### config.mk
export PLATFORM = sky130hd
export DESIGN_NAME = rxlos_top
export DESIGN_NICKNAME = d
export VERILOG_FILES = /design/src/inc/rxlos_pkg.sv /design/src/verilog/rxlos_top.sv /design/src/verilog/rxlos_sync.sv /design/src/verilog/rxlos_digital_signal_loss.sv
export SDC_FILE = /design/constraint.sdc
export NUM_CORES = 1
export LEC_CHECK = 0
export BUFFER_PORTS_ARGS = -buffer_cell sky130_fd_sc_hd__buf_4
export CORE_MARGIN = 2
export CORE_UTILIZATION = 57
export DETAILED_ROUTE_END_ITERATION = 6
export PLACE_DENSITY_LB_ADDON = 0.25
export SETUP_SLACK_MARGIN = 0.3
export SLEW_MARGIN = 40
export SYNTH_ARGS = -nofsm -noshare
export SYNTH_HDL_FRONTEND = slang
export SYNTH_SLANG_ARGS = --single-unit
### constraint.sdc
create_clock -name clk -period 2.6 [get_ports clk]
set_input_delay 0.39 -clock clk [delete_from_list [all_inputs] [get_ports clk]]
set_output_delay 0.39 -clock clk [all_outputs]
set_load 0.005 [all_outputs]
### src/inc/rxlos_pkg.sv
// Shared constants and types for the receive loss detect and output format block
package rxlos_pkg;

  // ----------------------------------------------------------------
  // Register map
  // ----------------------------------------------------------------
  localparam int REG_W = 5;
  localparam int ADDR_W = 3;
  localparam logic [ADDR_W-1:0] ADDR_LINE_STATUS = 3'h0;
  localparam logic [ADDR_W-1:0] ADDR_DETECT_CTRL = 3'h2;
  localparam logic [ADDR_W-1:0] ADDR_OUTPUT_CTRL = 3'h3;

  // line_status fields
  localparam int LS_DRIVE_FAULT = 0;
  localparam int LS_DIGITAL_LOSS = 1;
  localparam int LS_ANALOG_LOSS = 2;
  localparam int LS_LOSS = 3;
  localparam int LS_LOCK_LOSS = 4;

  // receive_detect_control fields
  localparam int DC_EQ_BYPASS = 0;
  localparam int DC_DIGITAL_DIS = 1;
  localparam int DC_ANALOG_DIS = 2;
  localparam int DC_CODEC_DIS = 3;
  localparam logic [REG_W-1:0] DC_WRITE_MASK = 5'h0F;
  localparam logic [REG_W-1:0] DC_RESET = 5'h00;

  // receive_output_control fields
  localparam int OC_CLKA_INV = 0;
  localparam int OC_CLKB_INV = 1;
  localparam int OC_CLKB_DIS = 2;
  localparam int OC_MUTE = 3;
  localparam int OC_SINGLE_RAIL = 4;
  localparam logic [REG_W-1:0] OC_RESET = 5'h00;

  // ----------------------------------------------------------------
  // Digital loss criteria, in recovered bit periods except WIN_GOOD, which counts windows
  // ----------------------------------------------------------------
  localparam int ZERO_RUN_NOM = 160;
  localparam int ZERO_RUN_TOL = 32;
  localparam int WIN_BITS = 32;
  localparam int WIN_MIN_ONES = 10;
  localparam int WIN_GOOD = 4;

  // Nominal line rates in kHz
  localparam int RATE_E3_KHZ = 34368;
  localparam int RATE_DS3_KHZ = 44736;
  localparam int RATE_STS1_KHZ = 51840;

  typedef enum logic {
    DL_CLEAR,
    DL_LOST
  } rxlos_dl_state_e;

endpackage

### src/verilog/rxlos_top.sv
// Receive loss detection, status registers and recovered data output format
//
// Overview of operation
// RULE_01 - Declare digital loss after 160 +/-32 zeros
// RULE_02 - Clear after four windows, ten ones each
// RULE_03 - Combined loss is analog OR digital loss
// RULE_04 - Loss drives output pin and status high
// RULE_05 - Status D2 reads analog loss state
// RULE_06 - Status D1 reads digital loss state
// RULE_07 - Detect control D2 disables analog detector
// RULE_08 - Detect control D1 disables digital detector
// RULE_09 - Both detectors disabled: never declare loss
// RULE_10 - Mute forces both rails low during loss
// RULE_11 - Hardware mode: mute follows mute pin
// RULE_12 - Host mode: output control D3 enables mute
// RULE_13 - Local loop-back declares loss; unmute first
// RULE_14 - Rails update on rising recovered clock
// RULE_15 - Positive pulse on positive rail, negative likewise
// RULE_16 - Recovered clocks run at the line rate
// RULE_17 - Output control D0 inverts recovered clock A
// RULE_18 - Clock B inverted by D1 or pin
// RULE_19 - Output control D4 selects single-rail binary data
// RULE_20 - Single-rail holds negative rail low
// RULE_21 - Synchronise analog loss before use
// RULE_22 - Counters step per bit; ones restart run
`timescale 1ns/1ps
`default_nettype none
module rxlos_top
  import rxlos_pkg::*;
#(
  parameter int ZERO_RUN = ZERO_RUN_NOM,
  parameter int LINE_RATE_KHZ = RATE_DS3_KHZ
) (
  input wire logic clk,
  input wire logic reset_n,
  input wire logic line_clock,
  input wire logic line_pos,
  input wire logic line_neg,
  input wire logic line_binary,
  input wire logic analog_signal_loss,
  input wire logic lock_loss,
  input wire logic drive_monitor_fault,
  input wire logic local_loopback,
  input wire logic host_mode,
  input wire logic mute_on_loss_pin,
  input wire logic second_clock_invert_pin,
  input wire logic [ADDR_W-1:0] reg_addr,
  input wire logic reg_wr,
  input wire logic [REG_W-1:0] reg_wdata,
  output logic [REG_W-1:0] reg_rdata,
  output logic loss_of_signal_out,
  output logic positive_rail_out,
  output logic negative_rail_out,
  output logic recovered_clock_a,
  output logic recovered_clock_b
);

  // ----------------------------------------------------------------
  // Input synchronisation
  // ----------------------------------------------------------------
  localparam int SYNC_W = 11;

  logic [SYNC_W-1:0] sync_s;
  logic clk_s;
  logic pos_s;
  logic neg_s;
  logic bin_s;
  logic analog_s;
  logic lol_s;
  logic fault_s;
  logic lpbk_s;
  logic host_s;
  logic mute_pin_s;
  logic invb_pin_s;

  // Data and clock share the same two-flop delay, so their alignment holds
  rxlos_sync #(.WIDTH(SYNC_W)) u_sync (
    .clk(clk),
    .reset_n(reset_n),
    .async_in({line_clock, line_pos, line_neg, line_binary, analog_signal_loss,
               lock_loss, drive_monitor_fault, local_loopback, host_mode,
               mute_on_loss_pin, second_clock_invert_pin}),
    .sync_out(sync_s)
  ); // RULE_21

  assign {clk_s, pos_s, neg_s, bin_s, analog_s, lol_s, fault_s, lpbk_s, host_s,
          mute_pin_s, invb_pin_s} = sync_s;

  // ----------------------------------------------------------------
  // Command registers
  // ----------------------------------------------------------------
  logic [REG_W-1:0] detect_ctrl_q;
  logic [REG_W-1:0] output_ctrl_q;
  logic [REG_W-1:0] status_q;

  always_ff @(posedge clk or negedge reset_n) begin
    if (!reset_n) begin
      detect_ctrl_q <= DC_RESET;
      output_ctrl_q <= OC_RESET;
    end else if (reg_wr) begin
      if (reg_addr == ADDR_DETECT_CTRL) begin
        detect_ctrl_q <= reg_wdata & DC_WRITE_MASK;
      end else if (reg_addr == ADDR_OUTPUT_CTRL) begin
        output_ctrl_q <= reg_wdata;
      end
    end
  end

  always_ff @(posedge clk or negedge reset_n) begin
    if (!reset_n) begin
      reg_rdata <= '0;
    end else if (reg_addr == ADDR_LINE_STATUS) begin
      reg_rdata <= status_q;
    end else if (reg_addr == ADDR_DETECT_CTRL) begin
      reg_rdata <= detect_ctrl_q;
    end else if (reg_addr == ADDR_OUTPUT_CTRL) begin
      reg_rdata <= output_ctrl_q;
    end else begin
      reg_rdata <= '0;
    end
  end

  // ----------------------------------------------------------------
  // Effective controls
  // ----------------------------------------------------------------
  // Register controls only count in host mode; otherwise mute and clock B inversion follow pins and the rest stay off
  logic analog_dis;
  logic digital_dis;
  logic mute_en;
  logic inv_a;
  logic inv_b;
  logic clkb_dis;
  logic single_rail;

  assign analog_dis = host_s && detect_ctrl_q[DC_ANALOG_DIS]; // RULE_07
  assign digital_dis = host_s && detect_ctrl_q[DC_DIGITAL_DIS]; // RULE_08
  assign mute_en = host_s ? output_ctrl_q[OC_MUTE] : mute_pin_s; // RULE_11 RULE_12
  assign inv_a = host_s && output_ctrl_q[OC_CLKA_INV]; // RULE_17
  assign inv_b = host_s ? output_ctrl_q[OC_CLKB_INV] : invb_pin_s; // RULE_18
  assign clkb_dis = host_s && output_ctrl_q[OC_CLKB_DIS];
  assign single_rail = host_s && output_ctrl_q[OC_SINGLE_RAIL]; // RULE_19

  // ----------------------------------------------------------------
  // Recovered bit strobe
  // ----------------------------------------------------------------
  logic clk_d_q;
  logic bit_rise;

  always_ff @(posedge clk or negedge reset_n) begin
    if (!reset_n) begin
      clk_d_q <= 1'b0;
    end else begin
      clk_d_q <= clk_s;
    end
  end

  assign bit_rise = clk_s && !clk_d_q;

  // ----------------------------------------------------------------
  // Loss detection
  // ----------------------------------------------------------------
  logic digital_loss;
  logic analog_eff;
  logic lpbk_loss;
  logic loss_d;
  logic loss_q;

  rxlos_digital_loss #(.ZERO_RUN(ZERO_RUN)) u_digital_loss (
    .clk(clk),
    .reset_n(reset_n),
    .bit_stb(bit_rise),
    .bit_one(pos_s || neg_s),
    .detect_dis(digital_dis),
    .loss(digital_loss)
  ); // RULE_22

  assign analog_eff = analog_s && !analog_dis; // RULE_07
  // Loop-back forces loss unless both detectors are disabled; hence muting must be off before entering it
  assign lpbk_loss = lpbk_s && !(analog_dis && digital_dis); // RULE_13 RULE_09
  assign loss_d = analog_eff || digital_loss || lpbk_loss; // RULE_03

  always_ff @(posedge clk or negedge reset_n) begin
    if (!reset_n) begin
      loss_q <= 1'b0;
      status_q <= '0;
    end else begin
      loss_q <= loss_d; // RULE_04
      status_q[LS_LOCK_LOSS] <= lol_s;
      status_q[LS_LOSS] <= loss_d; // RULE_04
      status_q[LS_ANALOG_LOSS] <= analog_eff; // RULE_05
      status_q[LS_DIGITAL_LOSS] <= digital_loss; // RULE_06
      status_q[LS_DRIVE_FAULT] <= fault_s;
    end
  end

  assign loss_of_signal_out = loss_q;

  // ----------------------------------------------------------------
  // Recovered clock outputs
  // ----------------------------------------------------------------
  // Clock A, and clock B unless disabled, follow the line clock, so they carry its rate unchanged
  always_ff @(posedge clk or negedge reset_n) begin
    if (!reset_n) begin
      recovered_clock_a <= 1'b0;
      recovered_clock_b <= 1'b0;
    end else begin
      recovered_clock_a <= clk_s ^ inv_a; // RULE_16 RULE_17
      recovered_clock_b <= clkb_dis ? 1'b0 : (clk_s ^ inv_b); // RULE_16 RULE_18
    end
  end

  // ----------------------------------------------------------------
  // Data rails
  // ----------------------------------------------------------------
  logic mute_now;

  assign mute_now = mute_en && loss_q;

  always_ff @(posedge clk or negedge reset_n) begin
    if (!reset_n) begin
      positive_rail_out <= 1'b0;
      negative_rail_out <= 1'b0;
    end else if (mute_now) begin
      positive_rail_out <= 1'b0; // RULE_10
      negative_rail_out <= 1'b0; // RULE_10
    end else if (bit_rise) begin
      if (single_rail) begin
        positive_rail_out <= bin_s; // RULE_19
        negative_rail_out <= 1'b0; // RULE_20
      end else begin
        positive_rail_out <= pos_s; // RULE_14 RULE_15
        negative_rail_out <= neg_s; // RULE_14 RULE_15
      end
    end else if (single_rail) begin
      negative_rail_out <= 1'b0; // RULE_20
    end
  end

  // ----------------------------------------------------------------
  // Checks
  // ----------------------------------------------------------------
  a_loss_is_or: assert property (@(posedge clk) disable iff (!reset_n) // RULE_03
    loss_of_signal_out == $past(analog_eff || digital_loss || lpbk_loss))
    else $error("loss output is not the OR of analog and digital loss");

  a_status_loss: assert property (@(posedge clk) disable iff (!reset_n) // RULE_04
    status_q[LS_LOSS] == loss_of_signal_out)
    else $error("loss status bit differs from loss pin");

  a_status_analog: assert property (@(posedge clk) disable iff (!reset_n) // RULE_05
    ##1 status_q[LS_ANALOG_LOSS] == $past(analog_s && !analog_dis))
    else $error("analog loss status wrong");

  a_status_digital: assert property (@(posedge clk) disable iff (!reset_n) // RULE_06
    ##1 status_q[LS_DIGITAL_LOSS] == $past(digital_loss))
    else $error("digital loss status wrong");

  a_both_disabled: assert property (@(posedge clk) disable iff (!reset_n) // RULE_09
    (analog_dis && digital_dis) [*2] |=> !loss_of_signal_out)
    else $error("loss declared with both detectors disabled");

  a_mute_rails: assert property (@(posedge clk) disable iff (!reset_n) // RULE_10
    mute_now |=> !positive_rail_out && !negative_rail_out)
    else $error("rails not muted during loss");

  a_rail_on_rise: assert property (@(posedge clk) disable iff (!reset_n) // RULE_14
    ($changed(positive_rail_out) && !$past(mute_now)) |-> $past(bit_rise))
    else $error("positive rail changed away from clock rise");

  a_dual_rail_map: assert property (@(posedge clk) disable iff (!reset_n) // RULE_15
    (bit_rise && !mute_now && !single_rail) |=>
      positive_rail_out == $past(pos_s) && negative_rail_out == $past(neg_s))
    else $error("dual-rail pulses not mapped to their rails");

  a_single_neg_low: assert property (@(posedge clk) disable iff (!reset_n) // RULE_20
    single_rail |=> !negative_rail_out)
    else $error("negative rail not held low in single-rail format");

  a_clock_a_inv: assert property (@(posedge clk) disable iff (!reset_n) // RULE_17
    recovered_clock_a == ($past(clk_s) ^ $past(inv_a)))
    else $error("recovered clock A polarity wrong");

  a_clock_a_edge: assert property (@(posedge clk) disable iff (!reset_n) // RULE_16
    (bit_rise && !inv_a) [*1] ##1 !inv_a |-> recovered_clock_a && !$past(recovered_clock_a, 1) ||
      $past(inv_a))
    else $error("recovered clock A does not follow line clock");

  a_clock_b_follow: assert property (@(posedge clk) disable iff (!reset_n) // RULE_18
    recovered_clock_b == (!$past(clkb_dis) && ($past(clk_s) ^ $past(inv_b))))
    else $error("recovered clock B polarity wrong");

  a_single_rail_data: assert property (@(posedge clk) disable iff (!reset_n) // RULE_19
    (bit_rise && !mute_now && single_rail) |=> positive_rail_out == $past(bin_s))
    else $error("single-rail data not on positive rail");

  a_pin_mute: assert property (@(posedge clk) disable iff (!reset_n) // RULE_11
    (!host_s && mute_pin_s && loss_of_signal_out) |=> !positive_rail_out && !negative_rail_out)
    else $error("rails not muted by mute pin in hardware mode");

  a_loopback_loss: assert property (@(posedge clk) disable iff (!reset_n) // RULE_13
    (lpbk_s && !(analog_dis && digital_dis)) |=> loss_of_signal_out)
    else $error("loss not declared in local loop-back");

endmodule
`default_nettype wire

### src/verilog/rxlos_sync.sv
// Two-flop synchroniser for levels arriving from outside the clock domain
`timescale 1ns/1ps
`default_nettype none
module rxlos_sync #(
  parameter int WIDTH = 1
) (
  input wire logic clk,
  input wire logic reset_n,
  input wire logic [WIDTH-1:0] async_in,
  output logic [WIDTH-1:0] sync_out
);

  logic [WIDTH-1:0] meta_q;

  always_ff @(posedge clk or negedge reset_n) begin
    if (!reset_n) begin
      meta_q <= '0;
      sync_out <= '0;
    end else begin
      meta_q <= async_in;
      sync_out <= meta_q;
    end
  end

endmodule
`default_nettype wire

### src/verilog/rxlos_digital_signal_loss.sv
// Digital loss detector: zero-run declare, ones-density clear
`timescale 1ns/1ps
`default_nettype none
module rxlos_digital_loss
  import rxlos_pkg::*;
#(
  parameter int ZERO_RUN = ZERO_RUN_NOM
) (
  input wire logic clk,
  input wire logic reset_n,
  input wire logic bit_stb,
  input wire logic bit_one,
  input wire logic detect_dis,
  output logic loss
);

  localparam logic [7:0] ZERO_LAST = 8'(ZERO_RUN - 1);
  localparam logic [4:0] WIN_LAST = 5'(WIN_BITS - 1);
  localparam logic [5:0] ONES_MIN = 6'(WIN_MIN_ONES);
  localparam logic [2:0] GOOD_LAST = 3'(WIN_GOOD - 1);

  rxlos_dl_state_e state_q;
  logic [7:0] zero_q;
  logic [4:0] win_q;
  logic [5:0] ones_q;
  logic [2:0] good_q;
  logic [5:0] ones_d;
  logic win_end;
  logic win_good;
  logic declare;

  assign ones_d = ones_q + {5'h00, bit_one};
  assign win_end = bit_stb && (win_q == WIN_LAST);
  assign win_good = ones_d >= ONES_MIN;
  assign declare = bit_stb && !bit_one && (zero_q == ZERO_LAST);
  assign loss = (state_q == DL_LOST);

  // ----------------------------------------------------------------
  // Zero run, one step per recovered bit
  // ----------------------------------------------------------------
  always_ff @(posedge clk or negedge reset_n) begin
    if (!reset_n) begin
      zero_q <= 8'h00;
    end else if (detect_dis || (bit_stb && bit_one)) begin
      zero_q <= 8'h00; // RULE_22
    end else if (bit_stb && zero_q != ZERO_LAST) begin
      zero_q <= zero_q + 8'h01;
    end
  end

  // ----------------------------------------------------------------
  // Density windows
  // ----------------------------------------------------------------
  always_ff @(posedge clk or negedge reset_n) begin
    if (!reset_n) begin
      win_q <= 5'h00;
      ones_q <= 6'h00;
      good_q <= 3'h0;
    end else if (detect_dis) begin
      win_q <= 5'h00;
      ones_q <= 6'h00;
      good_q <= 3'h0;
    end else if (bit_stb) begin
      win_q <= win_q + 5'h01;
      ones_q <= win_end ? 6'h00 : ones_d;
      if (declare) begin
        good_q <= 3'h0;
      end else if (win_end) begin
        good_q <= (win_good && good_q != GOOD_LAST) ? good_q + 3'h1 : 3'h0; // RULE_02
      end
    end
  end

  // ----------------------------------------------------------------
  // Declare and clear
  // ----------------------------------------------------------------
  always_ff @(posedge clk or negedge reset_n) begin
    if (!reset_n) begin
      state_q <= DL_CLEAR;
    end else if (detect_dis) begin
      state_q <= DL_CLEAR; // RULE_08
    end else begin
      case (state_q)
        DL_CLEAR: begin
          if (declare) begin
            state_q <= DL_LOST; // RULE_01
          end
        end
        DL_LOST: begin
          if (win_end && win_good && good_q == GOOD_LAST) begin
            state_q <= DL_CLEAR; // RULE_02
          end
        end
        default: begin
          state_q <= DL_CLEAR;
        end
      endcase
    end
  end

  a_zero_run_declare: assert property (@(posedge clk) disable iff (!reset_n) // RULE_01
    (declare && !detect_dis) |=> loss)
    else $error("digital loss not declared after zero run");

  a_one_restarts_run: assert property (@(posedge clk) disable iff (!reset_n) // RULE_22
    (bit_stb && bit_one) |=> zero_q == 8'h00)
    else $error("zero run not restarted by a one");

  a_clear_after_good: assert property (@(posedge clk) disable iff (!reset_n) // RULE_02
    $fell(loss) |-> $past(detect_dis) || ($past(good_q) == GOOD_LAST && $past(win_end)))
    else $error("digital loss cleared without four good windows");

  a_disable_holds: assert property (@(posedge clk) disable iff (!reset_n) // RULE_08
    detect_dis |=> !loss)
    else $error("digital loss shown while detector disabled");

endmodule
`default_nettype wire

==> flow_summary_export.csv, run 1 <==
group,metric,value,unit
worst_setup_path,max_stage_delay,0.39,ns
synthesis,synth_edf_count,0,
timing,finalClockSkew,0.01026,ns
route,met2_length,2407,um
route,wl_met3,285,um
synthesis,ys.warnings.count,0,
power,switchingPower,760.2,uW
final_layout,antenna_cells,0,
route,top_layer_used,"met4",
placement,dpl-instance-area,3169,um^2
timing,hold_viol_final,0,
synthesis,synth.avg_cell_area,11.54,um^2
die,die_w,74.99,um
power,seq_power_share,52.0,%
timing,tightest_slew,0.6681,ns
status,status,"finished clean",
timing,finalSetupTns,0,ns
power,cellPowerDensity,743.5,nW/um^2
route,vias,2031,
clock_tree,cts_buffers,9,
clock_tree,cts_max_level,3,
worst_setup_path,critPathCaptureType,"register",
route,route.detailed.drc,0,
synthesis,synthDistinctLibCells,44,
synthesis,syn_area,2873,um^2
die,core,4786,um^2
final_layout,fin_nets,314,
synthesis,ys.flop_type,"dfrtp_1",
die,rows,25,
synthesis,synth-seq-area-share,60.10,%
die,io_pins,32,
synthesis,ys_seq_elements,69,
global_routing,grt_max_degree,42,
global_routing,grt_overflow,0,
clock_tree,cts.sinks,69,
worst_setup_path,crit_required,2.84,ns
worst_setup_path,path_cells,"or2_4 -> ha_4 -> ha_2 -> and3_1 -> or3_1 -> a32o_2 -> a32o_1",
timing,clock.fmax,0.4524,GHz
timing,setup_violations,0,
clock_tree,clk_latency,0.35,ns
power,power.share.switching,30.18,%
worst_setup_path,cp_max_fo,7,
route,dr.pass1.iters,4,
global_routing,grt_pass1_vias,1965,
synthesis,synth_area_leaders,"dfrtp_1 60%, mux2_2 3.5%, a21oi_1 3.3%",
run,maxCapViolCount,0,
power,leakagePower,0.001526,uW
clock_tree,clk_pin_slew,0.08,ns
final_layout,area_delta_synth_final,17.94,%
die,initial_core_util,60.03,%
route,wl_per_cell,14.54,um
worst_setup_path,crit_path_top_delay_cell,"dfrtp_1",
power,p_clk_share,33.8,%
route,vias_per_cell,5.689,
timing,rsz0062_at_grt,"no",
placement,port_buffers,31,
synthesis,postSynthCellCount,249,
die,die_y,74.99,um
synthesis,synthDominantAreaCellType,"dfrtp_1",
clock_tree,ctsHoldBuffers,0,
timing,fin_crit_sh,85.02,%
worst_setup_path,startpoint_type,"register",
power,p_int,1759,uW
synthesis,synth_top_cell_area_share,60.10,%
placement,routabilityCongestion,0.7371,
final_layout,final_area,3388,um^2
route,antenna_left,0,
clock_tree,cts_setup_buffers,0,
timing,slew_violations,0,
global_routing,track_usage,21.79,%
placement,hpwl,3476,um
die,die-area,5624,um^2
route,routedLengthMet1,2422,um
final_layout,drive_gt1_share,23.10,%
worst_setup_path,critical_path_class,"register to register",
power,peakVddDrop,0.4594,mV
synthesis,syn-num-nets,278,
timing,period_needed,2.211,ns
power,combPwrFrac,14.3,%
route,routed_wl,5190,um
clock_tree,cts_max_path_buffers,2,
global_routing,grt_antenna_before_repair,0,
timing,max_slew_margin,55.11,%
clock_tree,cts_tree,"yes",
worst_setup_path,arrival,2.45,ns
clock_tree,cts-root-buf,"clkbuf_8",
global_routing,grt_pass1_wl,8983,um
hold_path,hp-class,"primary input to asynchronous set/reset pin",
synthesis,async_flop_share,100.0,%
route,drtIter0Drc,183,
stage by stage:
step	worst slack [ns]	cells	hold WS, ns	power, uW	utilization (%)
finish	0.3894	357	0.01388	2519	70.80
global route	0.3219	357	0.03216	2665	70.80
detailed placement	0.1854	341	0.3355	1678	66.22
global placement	0.2741	340	0.3318	1656	65.80
CTS	0.3003	357	0.01912	2536	70.41
floorplan	0.3491	249	0.09441	1541	-
layout by cell type, fill, tap and decap left out, drive strengths merged, types with 3 or more instances in the layout:
| cell | instances |
|---|---|
| nor3 | 4 |
| mux2i | 5 |
| o21ai | 7 |
| nand3 | 9 |
| nor2b | 4 |
| a32o | 4 |
| nand2 | 23 |
| nor2 | 23 |
| o21a | 3 |
| inv | 13 |
| a21oi | 19 |
| buf | 34 |
| and3 | 4 |
| o31ai | 3 |
| clkbuf | 9 |
| mux2 | 9 |
| ha | 7 |
| or4 | 4 |
| a31oi | 5 |
| dfrtp | 69 |
| xnor2 | 3 |
per-layer routing:
metal / GRT usage (%) / vias up
li1: - / 965
met1: 30.04 / 1000
met2: 32.16 / 57
met3: 8.032 / 9
met4: 7.540 / 0
met5: 0 / -
sequential cells by signal, indices dropped and copies added, names as in the netlist, 3 cells and up:
name / flops
u_digital_loss.good_q: 3
output_ctrl_q: 5
u_digital_loss.ones_q: 6
detect_ctrl_q: 4
status_q: 5
u_digital_loss.win_q: 5
u_digital_loss.zero_q: 8
reg_rdata: 5
u_sync.meta_q: 11
u_sync.sync_out: 11
final cells by class:
class	count	area [um^2]
Sequential cell	69	1727
Fill cell	366	1398
Multi-Input combinational cell	164	1090
Timing Repair Buffer	34	267.8
Clock buffer	9	123.9
Tap cell	67	83.83
Clock inverter	7	70.07
Inverter	7	26.28
worst max-delay path, delay by kind of cell (launching register included):
kind | cells | cell delay, ns
flops | 1 | 0.39
compound gates | 2 | 0.53
simple gates | 3 | 0.79
fa+ha+maj | 2 | 0.39
synth_stat cells, types with 5 or more instances:
cell type	number
nand3_1	9
mux2i_1	5
mux2_2	9
dfrtp_1	69
nand2_1	23
inv_1	7
o21ai_0	7
a21oi_1	19
ha_1	7
a31oi_1	5
nor2_1	23
cells by family (layout without fill, tap and decap cells):
family	Yosys count	in the layout	share of synthesized area (%)
AND/OR/NAND/NOR	84	84	14.42
AO/OA/AOI/OAI	54	54	12.81
adder cells (fa/ha/maj)	7	7	3.049
buffers and inverters	16	57	2.831
XOR/XNOR	5	5	1.525
multiplexers	14	14	5.270
flip-flops	69	69	60.10
power groups by stage:
stage          Sequential [uW]  Combinational, uW  Clock, uW
6_report                  1310                359        851
5_1_grt                   1330                416        919
4_1_cts                   1310                357        873
3_5_place_dp              1320                353          0
3_3_place_gp              1320                339          0
2_1_floorplan             1300                244          0
final timing paths:
path | to | from | depth (start not counted) | slack (ns)
setup / recovery | u_digital_loss.good_q[2]$_DFFE_PN0P_ | u_sync.sync_out[8]$_DFF_PN0_ | 7 | 0.39
hold / removal | u_sync.meta_q[0]$_DFF_PN0_ | reset_n | 1 | 0.01
setup reg to reg | u_digital_loss.good_q[2]$_DFFE_PN0P_ | u_sync.sync_out[8]$_DFF_PN0_ | 7 | 0.39
hold reg to reg | status_q[4]$_DFF_PN0_ | u_sync.sync_out[5]$_DFF_PN0_ | 0 | 0.35
max in group asynchronous | positive_rail_out$_DFFE_PN0P_ | reset_n | 2 | 2.06
min in group clk | u_sync.meta_q[2]$_DFF_PN0_ | host_mode | 1 | 0.14
timing repair:
item | in CTS | in global routing
resized for setup | 3 | 3
endpoints found under the setup margin | 4 | 4
pin swaps | 0 | 1
No activity file was read; power rests on OpenSTA's default activity.
==> run 2, diff against run 1 <==
--- a/config.mk
+++ b/config.mk
@@ -6,7 +6,6 @@
 export NUM_CORES = 1
 export LEC_CHECK = 0
 export BUFFER_PORTS_ARGS = -buffer_cell sky130_fd_sc_hd__buf_4
-export CORE_MARGIN = 2
 export CORE_UTILIZATION = 57
 export DETAILED_ROUTE_END_ITERATION = 6
 export PLACE_DENSITY_LB_ADDON = 0.25
==> run 2 against run 1 <==
Against the previous run:
- clock power rose by 9.4%
- hold slack improved by 0.0086 ns
- sequential cell count did not move
- power rose by 3.5%
- sequential power barely moved
- maximum frequency rose by 0.84%
- core utilization fell by 0.052 points
- global-route usage rose by 1.3 points
- non-clock buffer count fell by 1
==> flow_summary_export.csv, run 2 (synthesis results as in run 1) <==
group,metric,value,unit
die,core,4786,um^2
route,vias_per_cell,5.742,
power,cellPowerDensity,770.2,nW/um^2
clock_tree,cts-root-buf,"clkbuf_8",
route,drtIter0Drc,206,
global_routing,met3_usage,8.287,%
placement,hpwl,3344,um
timing,clock.fmax,0.4562,GHz
route,vias,2044,
route,antenna_left,0,
clock_tree,cts_max_level,3,
timing,hold_viol_final,0,
placement,routabilityCongestion,0.8152,
timing,period_needed,2.192,ns
power,combPwrFrac,14.0,%
clock_tree,cts_tree,"yes",
final_layout,largestRegisters,"u_sync.meta_q (11), u_sync.sync_out (11), u_digital_loss.zero_q (8)",
global_routing,grt_antenna_before_repair,0,
worst_setup_path,critical_path_class,"register to register",
power,power,2608,uW
hold_path,hp-class,"primary input to asynchronous set/reset pin",
timing,slew_violations,0,
worst_setup_path,critPathCaptureType,"register",
power,p_clk_share,35.7,%
global_routing,grt_pass1_wl,8859,um
power,switchingPower,758.4,uW
worst_setup_path,cp_max_fo,7,
final_layout,layout_common_cells,"69 x dfrtp_1, 32 x buf_4, 23 x nor2_1, 23 x nand2_1, 19 x a21oi_1",
final_layout,final_area,3386,um^2
clock_tree,cts_buffers,9,
placement,port_buffers,31,
run,maxCapViolCount,0,
timing,rsz0062_at_grt,"no",
timing,holdWs,0.02251,ns
status,status,"finished clean",
placement,dpl-instance-area,3149,um^2
timing,fin_crit_sh,84.32,%
global_routing,grtUsageMet1,30.12,%
power,p_int,1849,uW
route,wl_per_cell,15.09,um
clock_tree,ctsHoldBuffers,0,
clock_tree,cts.sinks,69,
final_layout,area_delta_synth_final,17.86,%
timing,setup_violations,0,
worst_setup_path,path_cells,"or2_4 -> ha_4 -> ha_2 -> o21ai_0 -> a2111oi_1 -> a32o_2 -> a32o_1",
final_layout,final_common_cell,"dfrtp_1",
global_routing,grt_pass1_vias,1886,
power,peakVddDrop,0.7742,mV
worst_setup_path,max_stage_delay,0.44,ns
global_routing,grt_max_degree,70,
final_layout,antenna_cells,0,
timing,finalClockSkew,0.005211,ns
die,rows,25,
timing,finalSetupTns,0,ns
global_routing,busiest_layer,"met2",
die,die-area,5328,um^2
timing,max_slew_margin,54.26,%
global_routing,track_usage,23.09,%
route,route.detailed.drc,0,
final_layout,drive_gt1_share,22.49,%
clock_tree,cts_setup_buffers,0,
power,seq_power_share,50.4,%
die,initial_core_util,60.03,%
power,leakagePower,0.001525,uW
global_routing,use_met2,35.60,%
die,io_pins,32,
worst_setup_path,crit_path_top_delay_cell,"a2111oi_1",
worst_setup_path,critPathTopFamily,"compound AO/OA/AOI/OAI gates",
clock_tree,clk_latency,0.35,ns
timing,tightest_slew,0.6808,ns
worst_setup_path,startpoint_type,"register",
route,dr.pass1.iters,4,
worst_setup_path,cp_num_buf_inv,0,
global_routing,grt_overflow,0,
final_layout,fin_nets,313,
worst_setup_path,arrival,2.49,ns
final_layout,post-route-util,70.75,%
route,routed_wl,5371,um
worst_setup_path,crit_required,2.89,ns
clock_tree,clk_pin_slew,0.08,ns
die,die_w,72.99,um
die,die_y,72.99,um
power,power.share.switching,29.08,%
clock_tree,cts_max_path_buffers,2,
[run 2: through the flow]
stage                     setup slack [ns]  cells
after global placement              0.2722    340
after detailed placement            0.1854    340
after global routing                0.3564    356
final                               0.4078    356
after floorplan                     0.3491    249
after CTS                           0.3051    356
[run 2: area by class of cell]
cell class	count	area (um^2)
flip-flops and latches	69	1727
fillers	358	1400
multi-input cells	164	1085
repair buffers	33	251.5
clock buffers	9	123.9
clock inverters	7	88.84
well taps	67	83.83
inverters	7	26.28
[run 2: worst register-to-register path, delay by kind of cell, from the launching register on]
| family | cells | cell delay (ns) |
|---|---|---|
| compound gates | 4 | 0.92 |
| fa+ha+maj | 2 | 0.55 |
| flops | 1 | 0.38 |
| simple gates | 1 | 0.28 |
[run 2: timing repair]
action | in CTS | in global routing
gates resized for setup | 2 | 4
pin swaps | 0 | 1
setup endpoints to repair | 4 | 4
[run 2: routing by layer]
metal	vias up	wire, um	part of all wire [%]
li1	968	-	-
met1	992	2373	44
met2	70	2609	49
met3	14	291	5.4
met4	0	97	1.8
met5	-	0	0
[run 2: power by group through the flow]
stage / clock network [uW] / logic, uW / registers [uW]
after floorplan: 0 / 244 / 1300
after global placement: 0 / 338 / 1320
after detailed placement: 0 / 352 / 1320
after CTS: 955 / 358 / 1310
after global routing: 998 / 413 / 1330
final: 931 / 364 / 1310
[run 2: final timing paths]
check | endpoint | start | depth (start not counted) | slack, ns
max | u_digital_loss.good_q[1]$_DFFE_PN0P_ | u_sync.sync_out[8]$_DFF_PN0_ | 7 | 0.41
min | reg_rdata[0]$_DFF_PN0_ | reset_n | 1 | 0.02
max reg2reg | u_digital_loss.good_q[1]$_DFFE_PN0P_ | u_sync.sync_out[8]$_DFF_PN0_ | 7 | 0.41
min reg2reg | u_sync.sync_out[1]$_DFF_PN0_ | u_sync.meta_q[1]$_DFF_PN0_ | 0 | 0.35
max in group asynchronous | u_digital_loss.win_q[3]$_DFFE_PN0P_ | reset_n | 1 | 2.16
min in group clk | u_sync.meta_q[6]$_DFF_PN0_ | analog_signal_loss | 1 | 0.14
